### config.mk
export PLATFORM = sky130hd
export DESIGN_NAME = multi_port_io_pins
export DESIGN_NICKNAME = d
export VERILOG_FILES = /design/src/pkg/gpio_pkg.sv /design/src/rtl/edge_detect.sv /design/src/rtl/multi_port_io_pins.sv
export VERILOG_INCLUDE_DIRS = /design/src /design/src/pkg
export SDC_FILE = /design/constraint.sdc
export NUM_CORES = 1
export LEC_CHECK = 0
export ABC_AREA = 1
export BUFFER_PORTS_ARGS = -buffer_cell sky130_fd_sc_hd__clkbuf_2
export CAP_MARGIN = 15
export CORE_ASPECT_RATIO = 0.75
export CORE_MARGIN = 5
export CORE_UTILIZATION = 25
export DETAILED_ROUTE_END_ITERATION = 10
export PLACE_DENSITY = 0.53
export SYNTH_ARGS = -nofsm -noshare
export SYNTH_HDL_FRONTEND = slang
export SYNTH_HIERARCHICAL = 1
export SYNTH_SLANG_ARGS = --single-unit
export TNS_END_PERCENT = 5
### constraint.sdc
create_clock -name pclk -period 2.2 [get_ports pclk]
set_clock_uncertainty 0.2 [all_clocks]
set_input_delay 0.22 -clock pclk [delete_from_list [all_inputs] [get_ports pclk]]
set_output_delay 0.22 -clock pclk [all_outputs]
set_load 0.05 [all_outputs]
### src/pkg/gpio_consts.svh
`ifndef GPIO_CONSTS_SVH
`define GPIO_CONSTS_SVH
`define OFF_P4_DATA   12'h0000
`define OFF_P4_DIR    12'h0004
`define OFF_P4_PU     12'h0008
`define OFF_P5_DATA   12'h000C
`define OFF_P5_DIR    12'h0010
`define OFF_P5_PU     12'h0014
`define OFF_P6_DATA   12'h0018
`define OFF_P6_DIR    12'h001C
`define OFF_P6_PU     12'h0020
`define OFF_P7_DATA   12'h0024
`define OFF_P7_DIR    12'h0028
`define OFF_P7_PU     12'h002C
`define OFF_P12_DATA  12'h0030
`define OFF_P12_DIR   12'h0034
`define OFF_P12_PU    12'h0038
`define OFF_P13_DATA  12'h003C
`define OFF_P13_DIR   12'h0040
`define OFF_P13_PU    12'h0044
`define OFF_RT_SEL    12'h0048
`define OFF_RT_BUF    12'h004C
`define OFF_EDGE_SEL  12'h0050
`define OFF_INT_STAT  12'h0054
`define OFF_INT_MASK  12'h0058
`define OFF_PIN_IN    12'h005C
`define STAT_KEY_BIT  0
`define STAT_EXT_LSB  1
`define DIR_RESET     8'hFF
`define EDGE_RESET    16'h0000
`define ZERO32        32'h0000_0000
`endif

### src/pkg/gpio_pkg.sv
package gpio_pkg;
  typedef enum logic [1:0] {
    EDGE_NONE_TYPE_V = 2'b00,
    EDGE_RISE_TYPE_V = 2'b01,
    EDGE_FALL_TYPE_V = 2'b10,
    EDGE_BOTH_TYPE_V = 2'b11
  } edge_sel_type;
endpackage

### src/rtl/edge_detect.sv
`timescale 1ns/1ns
`default_nettype none
module edge_detect #(
  parameter int WIDTH = 8
) (
  input  wire logic             pclk,
  input  wire logic             presetn,
  input  wire logic [WIDTH-1:0] pin_async,
  output logic      [WIDTH-1:0] pin_sync,
  output logic      [WIDTH-1:0] rise,
  output logic      [WIDTH-1:0] fall
);
  logic [WIDTH-1:0] meta_q;
  logic [WIDTH-1:0] sync_q;
  logic [WIDTH-1:0] prev_q;

  // Two flops guard against metastability; only the second one feeds logic.
  always_ff @(posedge pclk or negedge presetn)
  begin
    if (!presetn)
    begin
      meta_q <= '0;
      sync_q <= '0;
      prev_q <= '0;
    end
    else
    begin
      meta_q <= pin_async;
      sync_q <= meta_q;
      prev_q <= sync_q;
    end
  end

  assign pin_sync = sync_q;
  assign rise     = sync_q & ~prev_q;
  assign fall     = ~sync_q & prev_q;
endmodule
`default_nettype wire

### src/rtl/multi_port_io_pins.sv
// Overview of operation
// - The byte-wide port switches all eight pins between input and output with one direction bit.
// - Every other port has one direction bit per pin.
// - A software pull-up enable acts on a pin only while that pin is an input.
// - Any falling edge on the byte-wide port sets the falling-edge test flag.
// - The low four pins of port 6 are open drain: zero pulls low, one releases the pin.
// - When selected, port 12 pins show preloaded real-time data that updates on a trigger.
// - Each external interrupt input detects rising, falling or both edges as software selects.
`timescale 1ns/1ns
`default_nettype none
`include "gpio_consts.svh"
module multi_port_io_pins #(
  parameter int NUM_EXT = 7
) (
  input  wire logic        pclk,
  input  wire logic        presetn,
  input  wire logic        psel,
  input  wire logic        penable,
  input  wire logic        pwrite,
  input  wire logic [11:0] paddr,
  input  wire logic [31:0] pwdata,
  output logic      [31:0] prdata,
  output logic             pready,
  output logic             pslverr,
  output logic             irq,
  input  wire logic [7:0]  byte_wide_port_pins_in,
  output logic      [7:0]  byte_wide_port_pins_out,
  output logic      [7:0]  byte_wide_port_pins_oe,
  output logic      [7:0]  byte_wide_port_pins_pu,
  input  wire logic [7:0]  high_address_port_pins_in,
  output logic      [7:0]  high_address_port_pins_out,
  output logic      [7:0]  high_address_port_pins_oe,
  output logic      [7:0]  high_address_port_pins_pu,
  input  wire logic [7:0]  port6_pins_in,
  output logic      [7:0]  port6_pins_out,
  output logic      [7:0]  port6_pins_oe,
  output logic      [7:0]  port6_pins_pu,
  input  wire logic [2:0]  serial_shared_pins_in,
  output logic      [2:0]  serial_shared_pins_out,
  output logic      [2:0]  serial_shared_pins_oe,
  output logic      [2:0]  serial_shared_pins_pu,
  input  wire logic [7:0]  realtime_shared_pins_in,
  output logic      [7:0]  realtime_shared_pins_out,
  output logic      [7:0]  realtime_shared_pins_oe,
  output logic      [7:0]  realtime_shared_pins_pu,
  input  wire logic        realtime_trigger,
  input  wire logic [1:0]  analog_out_shared_pins_in,
  output logic      [1:0]  analog_out_shared_pins_out,
  output logic      [1:0]  analog_out_shared_pins_oe,
  output logic      [1:0]  analog_out_shared_pins_pu,
  input  wire logic [NUM_EXT-1:0] ext_interrupt_input
);
  if (NUM_EXT < 1 || NUM_EXT > 15)
  begin : g_bad_num_ext
    $error("NUM_EXT must lie between 1 and 15");
  end

  localparam int STAT_W = NUM_EXT + 1;

  logic [7:0] p4_data_q, p5_data_q, p6_data_q, p12_data_q;
  logic [2:0] p7_data_q;
  logic [1:0] p13_data_q;
  logic       p4_dir_q;
  logic [7:0] p5_dir_q, p6_dir_q, p12_dir_q;
  logic [2:0] p7_dir_q;
  logic [1:0] p13_dir_q;
  logic [7:0] p4_pu_q, p5_pu_q, p6_pu_q, p12_pu_q;
  logic [2:0] p7_pu_q;
  logic [1:0] p13_pu_q;
  logic [7:0] rt_sel_q, rt_buf_q, rt_out_q;
  logic [2*NUM_EXT-1:0] edge_sel_q;
  logic [STAT_W-1:0] stat_q, stat_d, mask_q, mask_d;
  logic [31:0] rdata_d;

  logic [7:0] p4_sync, p4_fall;
  logic [7:0] p5_sync, p6_sync, p12_sync;
  logic [2:0] p7_sync;
  logic [1:0] p13_sync;
  logic [NUM_EXT-1:0] ext_sync, ext_rise, ext_fall, ext_hit;
  logic [0:0] trig_rise;

  wire wr_en = psel && penable && pwrite;
  wire rd_en = psel && !penable && !pwrite;

  function automatic logic addr_is(input logic [11:0] a, input logic [11:0] off);
    addr_is = (a == off);
  endfunction

  edge_detect #(.WIDTH(8)) u_p4 (.pclk(pclk), .presetn(presetn), .pin_async(byte_wide_port_pins_in),
    .pin_sync(p4_sync), .rise(), .fall(p4_fall));
  edge_detect #(.WIDTH(8)) u_p5 (.pclk(pclk), .presetn(presetn), .pin_async(high_address_port_pins_in),
    .pin_sync(p5_sync), .rise(), .fall());
  edge_detect #(.WIDTH(8)) u_p6 (.pclk(pclk), .presetn(presetn), .pin_async(port6_pins_in),
    .pin_sync(p6_sync), .rise(), .fall());
  edge_detect #(.WIDTH(3)) u_p7 (.pclk(pclk), .presetn(presetn), .pin_async(serial_shared_pins_in),
    .pin_sync(p7_sync), .rise(), .fall());
  edge_detect #(.WIDTH(8)) u_p12 (.pclk(pclk), .presetn(presetn), .pin_async(realtime_shared_pins_in),
    .pin_sync(p12_sync), .rise(), .fall());
  edge_detect #(.WIDTH(2)) u_p13 (.pclk(pclk), .presetn(presetn), .pin_async(analog_out_shared_pins_in),
    .pin_sync(p13_sync), .rise(), .fall());
  edge_detect #(.WIDTH(NUM_EXT)) u_ext (.pclk(pclk), .presetn(presetn), .pin_async(ext_interrupt_input),
    .pin_sync(ext_sync), .rise(ext_rise), .fall(ext_fall));
  edge_detect #(.WIDTH(1)) u_trig (.pclk(pclk), .presetn(presetn), .pin_async(realtime_trigger),
    .pin_sync(), .rise(trig_rise), .fall());

  genvar gi;
  generate
    for (gi = 0; gi < NUM_EXT; gi++)
    begin : g_ext
      gpio_pkg::edge_sel_type sel;
      assign sel = gpio_pkg::edge_sel_type'(edge_sel_q[2*gi +: 2]);
      assign ext_hit[gi] = (ext_rise[gi] && sel[0]) || (ext_fall[gi] && sel[1]);
    end
  endgenerate

  // Port data, direction and pull-up registers.
  always_ff @(posedge pclk or negedge presetn)
  begin
    if (!presetn)
    begin
      p4_data_q  <= '0;
      p5_data_q  <= '0;
      p6_data_q  <= '0;
      p7_data_q  <= '0;
      p12_data_q <= '0;
      p13_data_q <= '0;
      p4_dir_q   <= 1'b1;
      p5_dir_q   <= `DIR_RESET;
      p6_dir_q   <= `DIR_RESET;
      p7_dir_q   <= 3'h7;
      p12_dir_q  <= `DIR_RESET;
      p13_dir_q  <= 2'h3;
      p4_pu_q    <= '0;
      p5_pu_q    <= '0;
      p6_pu_q    <= '0;
      p7_pu_q    <= '0;
      p12_pu_q   <= '0;
      p13_pu_q   <= '0;
    end
    else if (wr_en)
    begin
      if (addr_is(paddr, `OFF_P4_DATA))  p4_data_q  <= pwdata[7:0];
      if (addr_is(paddr, `OFF_P4_DIR))   p4_dir_q   <= pwdata[0];
      if (addr_is(paddr, `OFF_P4_PU))    p4_pu_q    <= pwdata[7:0];
      if (addr_is(paddr, `OFF_P5_DATA))  p5_data_q  <= pwdata[7:0];
      if (addr_is(paddr, `OFF_P5_DIR))   p5_dir_q   <= pwdata[7:0];
      if (addr_is(paddr, `OFF_P5_PU))    p5_pu_q    <= pwdata[7:0];
      if (addr_is(paddr, `OFF_P6_DATA))  p6_data_q  <= pwdata[7:0];
      if (addr_is(paddr, `OFF_P6_DIR))   p6_dir_q   <= pwdata[7:0];
      if (addr_is(paddr, `OFF_P6_PU))    p6_pu_q    <= pwdata[7:0];
      if (addr_is(paddr, `OFF_P7_DATA))  p7_data_q  <= pwdata[2:0];
      if (addr_is(paddr, `OFF_P7_DIR))   p7_dir_q   <= pwdata[2:0];
      if (addr_is(paddr, `OFF_P7_PU))    p7_pu_q    <= pwdata[2:0];
      if (addr_is(paddr, `OFF_P12_DATA)) p12_data_q <= pwdata[7:0];
      if (addr_is(paddr, `OFF_P12_DIR))  p12_dir_q  <= pwdata[7:0];
      if (addr_is(paddr, `OFF_P12_PU))   p12_pu_q   <= pwdata[7:0];
      if (addr_is(paddr, `OFF_P13_DATA)) p13_data_q <= pwdata[1:0];
      if (addr_is(paddr, `OFF_P13_DIR))  p13_dir_q  <= pwdata[1:0];
      if (addr_is(paddr, `OFF_P13_PU))   p13_pu_q   <= pwdata[1:0];
    end
  end

  // Real-time output: the buffer is copied to the pins only on a trigger rising edge.
  always_ff @(posedge pclk or negedge presetn)
  begin
    if (!presetn)
    begin
      rt_sel_q <= '0;
      rt_buf_q <= '0;
      rt_out_q <= '0;
    end
    else
    begin
      if (wr_en && addr_is(paddr, `OFF_RT_SEL))
        rt_sel_q <= pwdata[7:0];
      if (wr_en && addr_is(paddr, `OFF_RT_BUF))
        rt_buf_q <= pwdata[7:0];
      if (trig_rise[0])
        rt_out_q <= rt_buf_q;
    end
  end

  // Edge select, mask and sticky status; a new event wins over a write-one clear.
  always_comb
  begin
    stat_d = stat_q;
    if (wr_en && addr_is(paddr, `OFF_INT_STAT))
      stat_d = stat_q & ~pwdata[STAT_W-1:0];
    if (|p4_fall)
      stat_d[`STAT_KEY_BIT] = 1'b1;
    stat_d = stat_d | {ext_hit, 1'b0};
  end

  // The interrupt follows the mask's next value, so a mask write and irq move on the same edge.
  assign mask_d = (wr_en && addr_is(paddr, `OFF_INT_MASK)) ? pwdata[STAT_W-1:0] : mask_q;

  always_ff @(posedge pclk or negedge presetn)
  begin
    if (!presetn)
    begin
      edge_sel_q <= '0;
      mask_q     <= '0;
      stat_q     <= '0;
      irq        <= 1'b0;
    end
    else
    begin
      if (wr_en && addr_is(paddr, `OFF_EDGE_SEL))
        edge_sel_q <= pwdata[2*NUM_EXT-1:0];
      mask_q <= mask_d;
      stat_q <= stat_d;
      irq    <= |(stat_d & mask_d);
    end
  end

  // Pin drivers; the pull-up only acts on pins that are inputs.
  always_ff @(posedge pclk or negedge presetn)
  begin
    if (!presetn)
    begin
      byte_wide_port_pins_out    <= '0;
      byte_wide_port_pins_oe     <= '0;
      byte_wide_port_pins_pu     <= '0;
      high_address_port_pins_out <= '0;
      high_address_port_pins_oe  <= '0;
      high_address_port_pins_pu  <= '0;
      port6_pins_out             <= '0;
      port6_pins_oe              <= '0;
      port6_pins_pu              <= '0;
      serial_shared_pins_out     <= '0;
      serial_shared_pins_oe      <= '0;
      serial_shared_pins_pu      <= '0;
      realtime_shared_pins_out   <= '0;
      realtime_shared_pins_oe    <= '0;
      realtime_shared_pins_pu    <= '0;
      analog_out_shared_pins_out <= '0;
      analog_out_shared_pins_oe  <= '0;
      analog_out_shared_pins_pu  <= '0;
    end
    else
    begin
      byte_wide_port_pins_out    <= p4_data_q;
      byte_wide_port_pins_oe     <= {8{~p4_dir_q}};
      byte_wide_port_pins_pu     <= p4_pu_q & {8{p4_dir_q}};
      high_address_port_pins_out <= p5_data_q;
      high_address_port_pins_oe  <= ~p5_dir_q;
      high_address_port_pins_pu  <= p5_pu_q & p5_dir_q;
      // Open drain low nibble drives a constant zero, enabled only when the latch is zero.
      port6_pins_out             <= {p6_data_q[7:4], 4'h0};
      port6_pins_oe              <= {~p6_dir_q[7:4], ~p6_dir_q[3:0] & ~p6_data_q[3:0]};
      port6_pins_pu              <= {p6_pu_q[7:4] & p6_dir_q[7:4], 4'h0};
      serial_shared_pins_out     <= p7_data_q;
      serial_shared_pins_oe      <= ~p7_dir_q;
      serial_shared_pins_pu      <= p7_pu_q & p7_dir_q;
      realtime_shared_pins_out   <= (rt_sel_q & rt_out_q) | (~rt_sel_q & p12_data_q);
      realtime_shared_pins_oe    <= rt_sel_q | ~p12_dir_q;
      realtime_shared_pins_pu    <= p12_pu_q & p12_dir_q & ~rt_sel_q;
      analog_out_shared_pins_out <= p13_data_q;
      analog_out_shared_pins_oe  <= ~p13_dir_q;
      analog_out_shared_pins_pu  <= p13_pu_q & p13_dir_q;
    end
  end

  // Read mux; reads of a port data address return the pin level.
  always_comb
  begin
    rdata_d = `ZERO32;
    case (paddr)
      `OFF_P4_DATA:   rdata_d[7:0] = p4_sync;
      `OFF_P4_DIR:    rdata_d[0] = p4_dir_q;
      `OFF_P4_PU:     rdata_d[7:0] = p4_pu_q;
      `OFF_P5_DATA:   rdata_d[7:0] = p5_sync;
      `OFF_P5_DIR:    rdata_d[7:0] = p5_dir_q;
      `OFF_P5_PU:     rdata_d[7:0] = p5_pu_q;
      `OFF_P6_DATA:   rdata_d[7:0] = p6_sync;
      `OFF_P6_DIR:    rdata_d[7:0] = p6_dir_q;
      `OFF_P6_PU:     rdata_d[7:0] = p6_pu_q;
      `OFF_P7_DATA:   rdata_d[2:0] = p7_sync;
      `OFF_P7_DIR:    rdata_d[2:0] = p7_dir_q;
      `OFF_P7_PU:     rdata_d[2:0] = p7_pu_q;
      `OFF_P12_DATA:  rdata_d[7:0] = p12_sync;
      `OFF_P12_DIR:   rdata_d[7:0] = p12_dir_q;
      `OFF_P12_PU:    rdata_d[7:0] = p12_pu_q;
      `OFF_P13_DATA:  rdata_d[1:0] = p13_sync;
      `OFF_P13_DIR:   rdata_d[1:0] = p13_dir_q;
      `OFF_P13_PU:    rdata_d[1:0] = p13_pu_q;
      `OFF_RT_SEL:    rdata_d[7:0] = rt_sel_q;
      `OFF_RT_BUF:    rdata_d[7:0] = rt_buf_q;
      `OFF_EDGE_SEL:  rdata_d[2*NUM_EXT-1:0] = edge_sel_q;
      `OFF_INT_STAT:  rdata_d[STAT_W-1:0] = stat_q;
      `OFF_INT_MASK:  rdata_d[STAT_W-1:0] = mask_q;
      `OFF_PIN_IN:    rdata_d[NUM_EXT-1:0] = ext_sync;
      default:        rdata_d = `ZERO32;
    endcase
  end

  // Read data is captured in setup so every output stays a flop; each access takes two cycles.
  always_ff @(posedge pclk or negedge presetn)
  begin
    if (!presetn)
    begin
      prdata  <= `ZERO32;
      pready  <= 1'b0;
      pslverr <= 1'b0;
    end
    else
    begin
      if (rd_en)
        prdata <= rdata_d;
      pready  <= psel && !penable;
      pslverr <= 1'b0;
    end
  end

  a_byte_dir_whole: assert property (@(posedge pclk) disable iff (!presetn)
    (byte_wide_port_pins_oe == 8'h00) || (byte_wide_port_pins_oe == 8'hFF))
    else $error("byte port direction split");
  a_pullup_input: assert property (@(posedge pclk) disable iff (!presetn)
    (high_address_port_pins_pu & high_address_port_pins_oe) == 8'h00)
    else $error("pull-up on output pin");
  a_fall_sets_flag: assert property (@(posedge pclk) disable iff (!presetn)
    |p4_fall |=> stat_q[`STAT_KEY_BIT])
    else $error("falling edge lost");
  a_open_drain_low: assert property (@(posedge pclk) disable iff (!presetn)
    (port6_pins_out[3:0] == 4'h0) && ((port6_pins_oe[3:0] & $past(p6_data_q[3:0])) == 4'h0))
    else $error("open drain drives high");
  a_rt_update: assert property (@(posedge pclk) disable iff (!presetn)
    trig_rise[0] |=> rt_out_q == $past(rt_buf_q))
    else $error("real-time output not loaded");
  a_rt_hold: assert property (@(posedge pclk) disable iff (!presetn)
    !trig_rise[0] |=> $stable(rt_out_q))
    else $error("real-time output moved without trigger");
  a_ext_edge: assert property (@(posedge pclk) disable iff (!presetn)
    ext_rise[0] && edge_sel_q[0] |=> stat_q[`STAT_EXT_LSB])
    else $error("external edge lost");
  a_dir_per_pin: assert property (@(posedge pclk) disable iff (!presetn)
    1'b1 |=> high_address_port_pins_oe == ~$past(p5_dir_q))
    else $error("port direction wrong");
  a_reset_input: assert property (@(posedge pclk)
    !presetn |-> (byte_wide_port_pins_oe == 8'h00) && (realtime_shared_pins_oe == 8'h00))
    else $error("driver on during reset");
  a_irq_level: assert property (@(posedge pclk) disable iff (!presetn)
    1'b1 |=> irq == |(stat_q & mask_q))
    else $error("interrupt level wrong");

  c_key_flag: cover property (@(posedge pclk) disable iff (!presetn) |p4_fall);
  c_rt_trigger: cover property (@(posedge pclk) disable iff (!presetn) trig_rise[0] && |rt_sel_q);
  c_ext_both: cover property (@(posedge pclk) disable iff (!presetn) ext_fall[0] && edge_sel_q[1:0] == 2'b11);
  c_irq: cover property (@(posedge pclk) disable iff (!presetn) irq);
endmodule
`default_nettype wire

After elaboration in Yosys (flattened, before gate mapping)
Cells that the tools add are included.
{"block": "word_totals", "inputBits": 94, "reg_bits": 376, "out_inout_bits": 146, "wordCells": 182}
{"block": "classes", "reduce_logical": 53, "bitwise": 33, "n_mux": 9, "eq_ne": 23}
{"cell": "== test 12 x 6 -> 1 bit, second input constant", "n": 8}
{"cell": "== test 12 x 7 -> 1 bit, second input constant", "n": 8}
{"cell": "bitwise AND 8 bit", "n": 9}
{"cell": "one-hot mux 4 bit (17 select lines)", "n": 1}
{"cell": "== test 12 x 5 -> 1 bit, second input constant", "n": 4}
{"cell": "inverter 8 bit", "n": 5}
{"cell": "AND reduction 2 bit", "n": 18}
{"cell": "== test 12 x 4 -> 1 bit, second input constant", "n": 2}
{"cell": "OR 8 bit", "n": 3}
{"cell": "one-hot mux 1 bit (24 select lines)", "n": 1}
{"cell": "logical AND 1 bit", "n": 23}
{"cell": "one-hot mux 1 bit (23 select lines)", "n": 1}
{"cell": "one-hot mux 1 bit (20 select lines)", "n": 1}
{"cell": "2-to-1 mux 8 bit", "n": 2}
{"cell": "one-hot mux 1 bit (16 select lines)", "n": 1}
{"cell": "OR reduction 8 bit", "n": 2}
{"cell": "bitwise AND 7 bit", "n": 2}
{"cell": "inverter 7 bit", "n": 2}
{"cell": "== test 12 x 3 -> 1 bit, second input constant", "n": 1}
{"cell": "logical NOT 12 bit", "n": 1}
{"cell": "inverter 4 bit", "n": 3}
{"cell": "bitwise AND 4 bit", "n": 2}
{"cell": "logical OR 1 bit", "n": 7}
{"cell": "2-to-1 mux 6 bit", "n": 1}
{"cell": "8 further kinds", "n": 10}

Depth between registers and ports, before layout
{"block": "depth", "ltp_word": 8, "ltp_mapped": 13, "depth_no_buf": 12}

Cells and area by module
The synthesis kept the hierarchy.
{"mod": "multi_port_io_pins", "area_each_um2": 11421.0, "seq_area_each_um2": 6794.0, "n_inst": 1, "cells_each": 1287}
{"mod": "edge_detect at u_p12 ...", "area_each_um2": 720.7, "seq_area_each_um2": 600.6, "n_inst": 4, "cells_each": 56}
{"mod": "edge_detect at u_ext", "area_each_um2": 630.6, "seq_area_each_um2": 525.5, "n_inst": 1, "cells_each": 49}
{"mod": "edge_detect at u_p7", "area_each_um2": 270.3, "seq_area_each_um2": 225.2, "n_inst": 1, "cells_each": 21}
{"mod": "edge_detect at u_p13", "area_each_um2": 180.2, "seq_area_each_um2": 150.1, "n_inst": 1, "cells_each": 14}
{"mod": "edge_detect at u_trig", "area_each_um2": 90.1, "seq_area_each_um2": 75.1, "n_inst": 1, "cells_each": 7}

Least setup slack after synthesis
Ideal clock, no wire load.
{"block": "synth_timing", "path_kind": "input to register", "start": "input paddr[11]", "end": "register irq", "required_time_ns": 1.881, "path_stages": 12, "path_slack_ns": 0.611, "arrival_ns": 1.271, "setup_time_ns": 0.119, "n_path_buf": 2, "cell_sequence": "nor2_1 > nand2_1 > buf_6 > nor2_4 > buf_6 > nand4_1 > nand2_1 > nand2_1 > nand2_1 > nand2_1 > nor2_1 > nand2_1"}
{"block": "synth_via", "elab_cells_between_ends": 10, "classes_between": "2 x eq/ne; 3 x mux; 2 x bitwise; 3 x reduce/logical"}
{"item": "start, declared", "line_no": "multi_port_io_pins.sv:20", "rtl": "input wire logic [11:0] paddr,"}
{"item": "== test 12 x 7 -> 1 bit", "line_no": "multi_port_io_pins.sv:86", "rtl": "addr_is = (a == off);"}
{"item": "logical AND 1 bit", "line_no": "multi_port_io_pins.sv:187", "rtl": "if (wr_en && addr_is(paddr, `OFF_INT_STAT))"}
{"item": "2-to-1 mux 8 bit", "line_no": "multi_port_io_pins.sv:187"}
{"item": "OR 8 bit", "line_no": "multi_port_io_pins.sv:191", "rtl": "stat_d = stat_d | {ext_hit, 1'b0};"}
{"item": "via stat_d[2]", "line_no": "multi_port_io_pins.sv:72", "rtl": "logic [STAT_W-1:0] stat_q, stat_d, mask_q, mask_d;"}
{"item": "bitwise AND 8 bit", "line_no": "multi_port_io_pins.sv:212", "rtl": "irq <= |(stat_d & mask_d);"}
{"item": "OR reduction 8 bit", "line_no": "multi_port_io_pins.sv:212"}
{"item": "end signal, assigned", "line_no": "multi_port_io_pins.sv:212"}
{"item": "end, declared", "line_no": "multi_port_io_pins.sv:25", "rtl": "output logic irq,"}
The timed path passes the listed nets, and every way through them passes these cells.
A chain may end at the register's enable or synchronous reset.

Worst setup path in the final report
{"block": "layout_timing", "start": "input pwrite", "end": "register irq"}
{"block": "layout_via", "elab_cells_between_ends": 9, "classes_between": "3 x mux; 2 x bitwise; 4 x reduce/logical"}
{"item": "start, declared", "line_no": "multi_port_io_pins.sv:19", "rtl": "input wire logic pwrite,"}
{"item": "logical AND 1 bit", "line_no": "multi_port_io_pins.sv:82", "rtl": "wire wr_en = psel && penable && pwrite;"}
{"item": "logical AND 1 bit", "line_no": "multi_port_io_pins.sv:195", "rtl": "assign mask_d = (wr_en && addr_is(paddr, `OFF_INT_MASK)) ? pwdata[STAT_W-1:0] : mask_q;"}
{"item": "2-to-1 mux 8 bit", "line_no": "multi_port_io_pins.sv:195"}
{"item": "via mask_d[3]", "line_no": "multi_port_io_pins.sv:72"}
{"item": "bitwise AND 8 bit", "line_no": "multi_port_io_pins.sv:212"}
{"item": "OR reduction 8 bit", "line_no": "multi_port_io_pins.sv:212"}
The timed path passes the listed nets, and every way through them passes these cells.

==> qor.yml <==
outcome: "complete, no violations"
die_height_um: 217
final_area_um2: 18600
synth_cells: 1439
place_ws_ps: -131
cap_violations: 0
area_growth_pct: 30.7
pwr_density_cell_nw_per_um2: 794
dieArea_um2: 61900
cp.arrival_ps: 2340
fin_ws_ps: 147
max_freq_mhz: 487
worstSkewPairLatency_ps: 560
dp_cells: 2385
initialDrtViolationCount: 889
cellLeakagePower_nw: 9.19
grt_use_total_pct: 14.1
finalCriticalPeriod_ps: 2050
hold_viol: 0
grt_pass1_wl_um: 67200
critPathCaptureType: "flop"
cts_tree: "yes"
reg.largest.list: "edge_sel_q: 14 flops, prdata: 14 flops"
root_buffer: "clkbuf_16"
finalWeightedCongestion: 0.839
h-tree-depth: 2
cts_made_buffers: 40
rsz0062_at_grt: "false"
whs_ps: 95.4
slew-limit-headroom_pct: 66.1
numClockSinks: 376
antenna_found_initial: 3
path_clk_slew_ps: 60
drive_above_1_share_pct: 22.4
ff2ff_setup_slack_ps: 370
clockBufferDepth: 3
avgRoutedWirePerCell_um: 17.3
core_um2: 56200
start_kind: "primary input"
critical_path_required_ps: 2490
dr.pass1.iters: 5
gr-total-overflow: 0
wl_um: 43900
peakVddDrop_mv: 0.394
dp_hpwl_um: 31900
yosys_warnings: 6
tightest_slew_ps: 508
fill_cells: 5712
io_buffer_count: 194
tns_ps: 0
placed_area_um2: 16500
die-width_um: 286
ant_nets: 0
min_path_type: "primary input to flop"
grt_max_degree: 56
ioPinCount: 240
post_drt_via_cell_ratio: 4.28
period_share_pct: 93.3
first_global_vias: 10901
crit_fanout: 10
setup_viol: 0
synth_area_um2: 14200
start_util_pct: 25.3
drc: 0
maxSlewViolCount: 0
synth.avg_cell_area_um2: 9.90
instances_no_fill: 2534
rows: 75
crit_type: "primary input to flop"
vias: 10833
nNetsFinal: 1866
cells in the final DEF, fill, tap and decap left out, types with 8 or more instances in the layout:
cell type	count
o21ai_1	17
nand3_1	142
clkbuf_2	193
nand2_2	8
dfstp_2	30
dfrtp_1	346
nand2_1	380
nor2_1	116
conb_1	27
o21ai_0	142
buf_12	14
buf_4	63
inv_1	118
clkbuf_16	41
dlygate4sd3_1	74
metal layers:
metal / vias to the layer above / GRT usage (%) / share of wire (%)
met1: 5263 / 21.0 / 48
met2: 310 / 20.6 / 43
met5: - / 0 / 0.041
met3: 57 / 3.83 / 7.5
li1: 5199 / - / -
met4: 4 / 3.44 / 1.8
metrics by stage:
stage	total power, mW	utilization [%]
final	14.8	33.1
after global routing	15.4	33.1
after CTS	15.1	33.1
after detailed placement	7.81	29.3
after global placement	7.80	29.3
after floorplan	7.45	-
final cells by class:
class	instances	area, µm²	share of cell area [%]
flip-flops and latches	376	9450	50.7
multi-input cells	883	3940	21.2
repair buffers	345	2470	13.3
clock buffers	48	1090	5.87
well taps	731	915	4.91
inverters	126	473	2.54
clock inverters	22	270	1.45
diodes	3	7.51	0.0403
worst max-delay path, cell delays in order:
cell,delay (ps)
dlygate4sd3_1,540
clkbuf_2,150
nand3_4,180
nor2_4,270
nand2_1,70
dlygate4sd3_1,560
nand2_1,80
nand2_1,60
nand2_1,80
nor2_1,50
nand2_1,70
power by group:
| group | internal, mW | switching, mW |
|---|---|---|
| logic | 0.214 | 0.475 |
| clock network | 4.16 | 2.86 |
| registers | 7.02 | 0.0558 |
| total | 11.4 | 3.40 |
worst paths after layout:
check | from | to | cells after the start
worst max-delay path | pwrite | irq$_DFF_PN0_ | 11
worst min-delay path | paddr[3] | p4_dir_q$_DFFE_PN1P_ | 6
worst max register to register | u_ext/pin_sync[1]$_DFF_PN0_ | prdata[1]$_DFFE_PN0P_ | 8
worst min register to register | u_ext/meta_q[2]$_DFF_PN0_ | u_ext/pin_sync[2]$_DFF_PN0_ | 0
max in group asynchronous | presetn | u_trig/pin_sync$_DFF_PN0_ | 4
min in group asynchronous | presetn | u_trig/meta_q$_DFF_PN0_ | 3
timing repair:
| action | in CTS | in global routing |
|---|---|---|
| resized for setup | 0 | 1 |
| hold buffers | 74 | 0 |
| buffers inserted | 0 | 2 |
| endpoints found under the hold margin | 431 | 0 |
| setup endpoints to repair | 0 | 1 |
(Power assumes the default switching activity.)
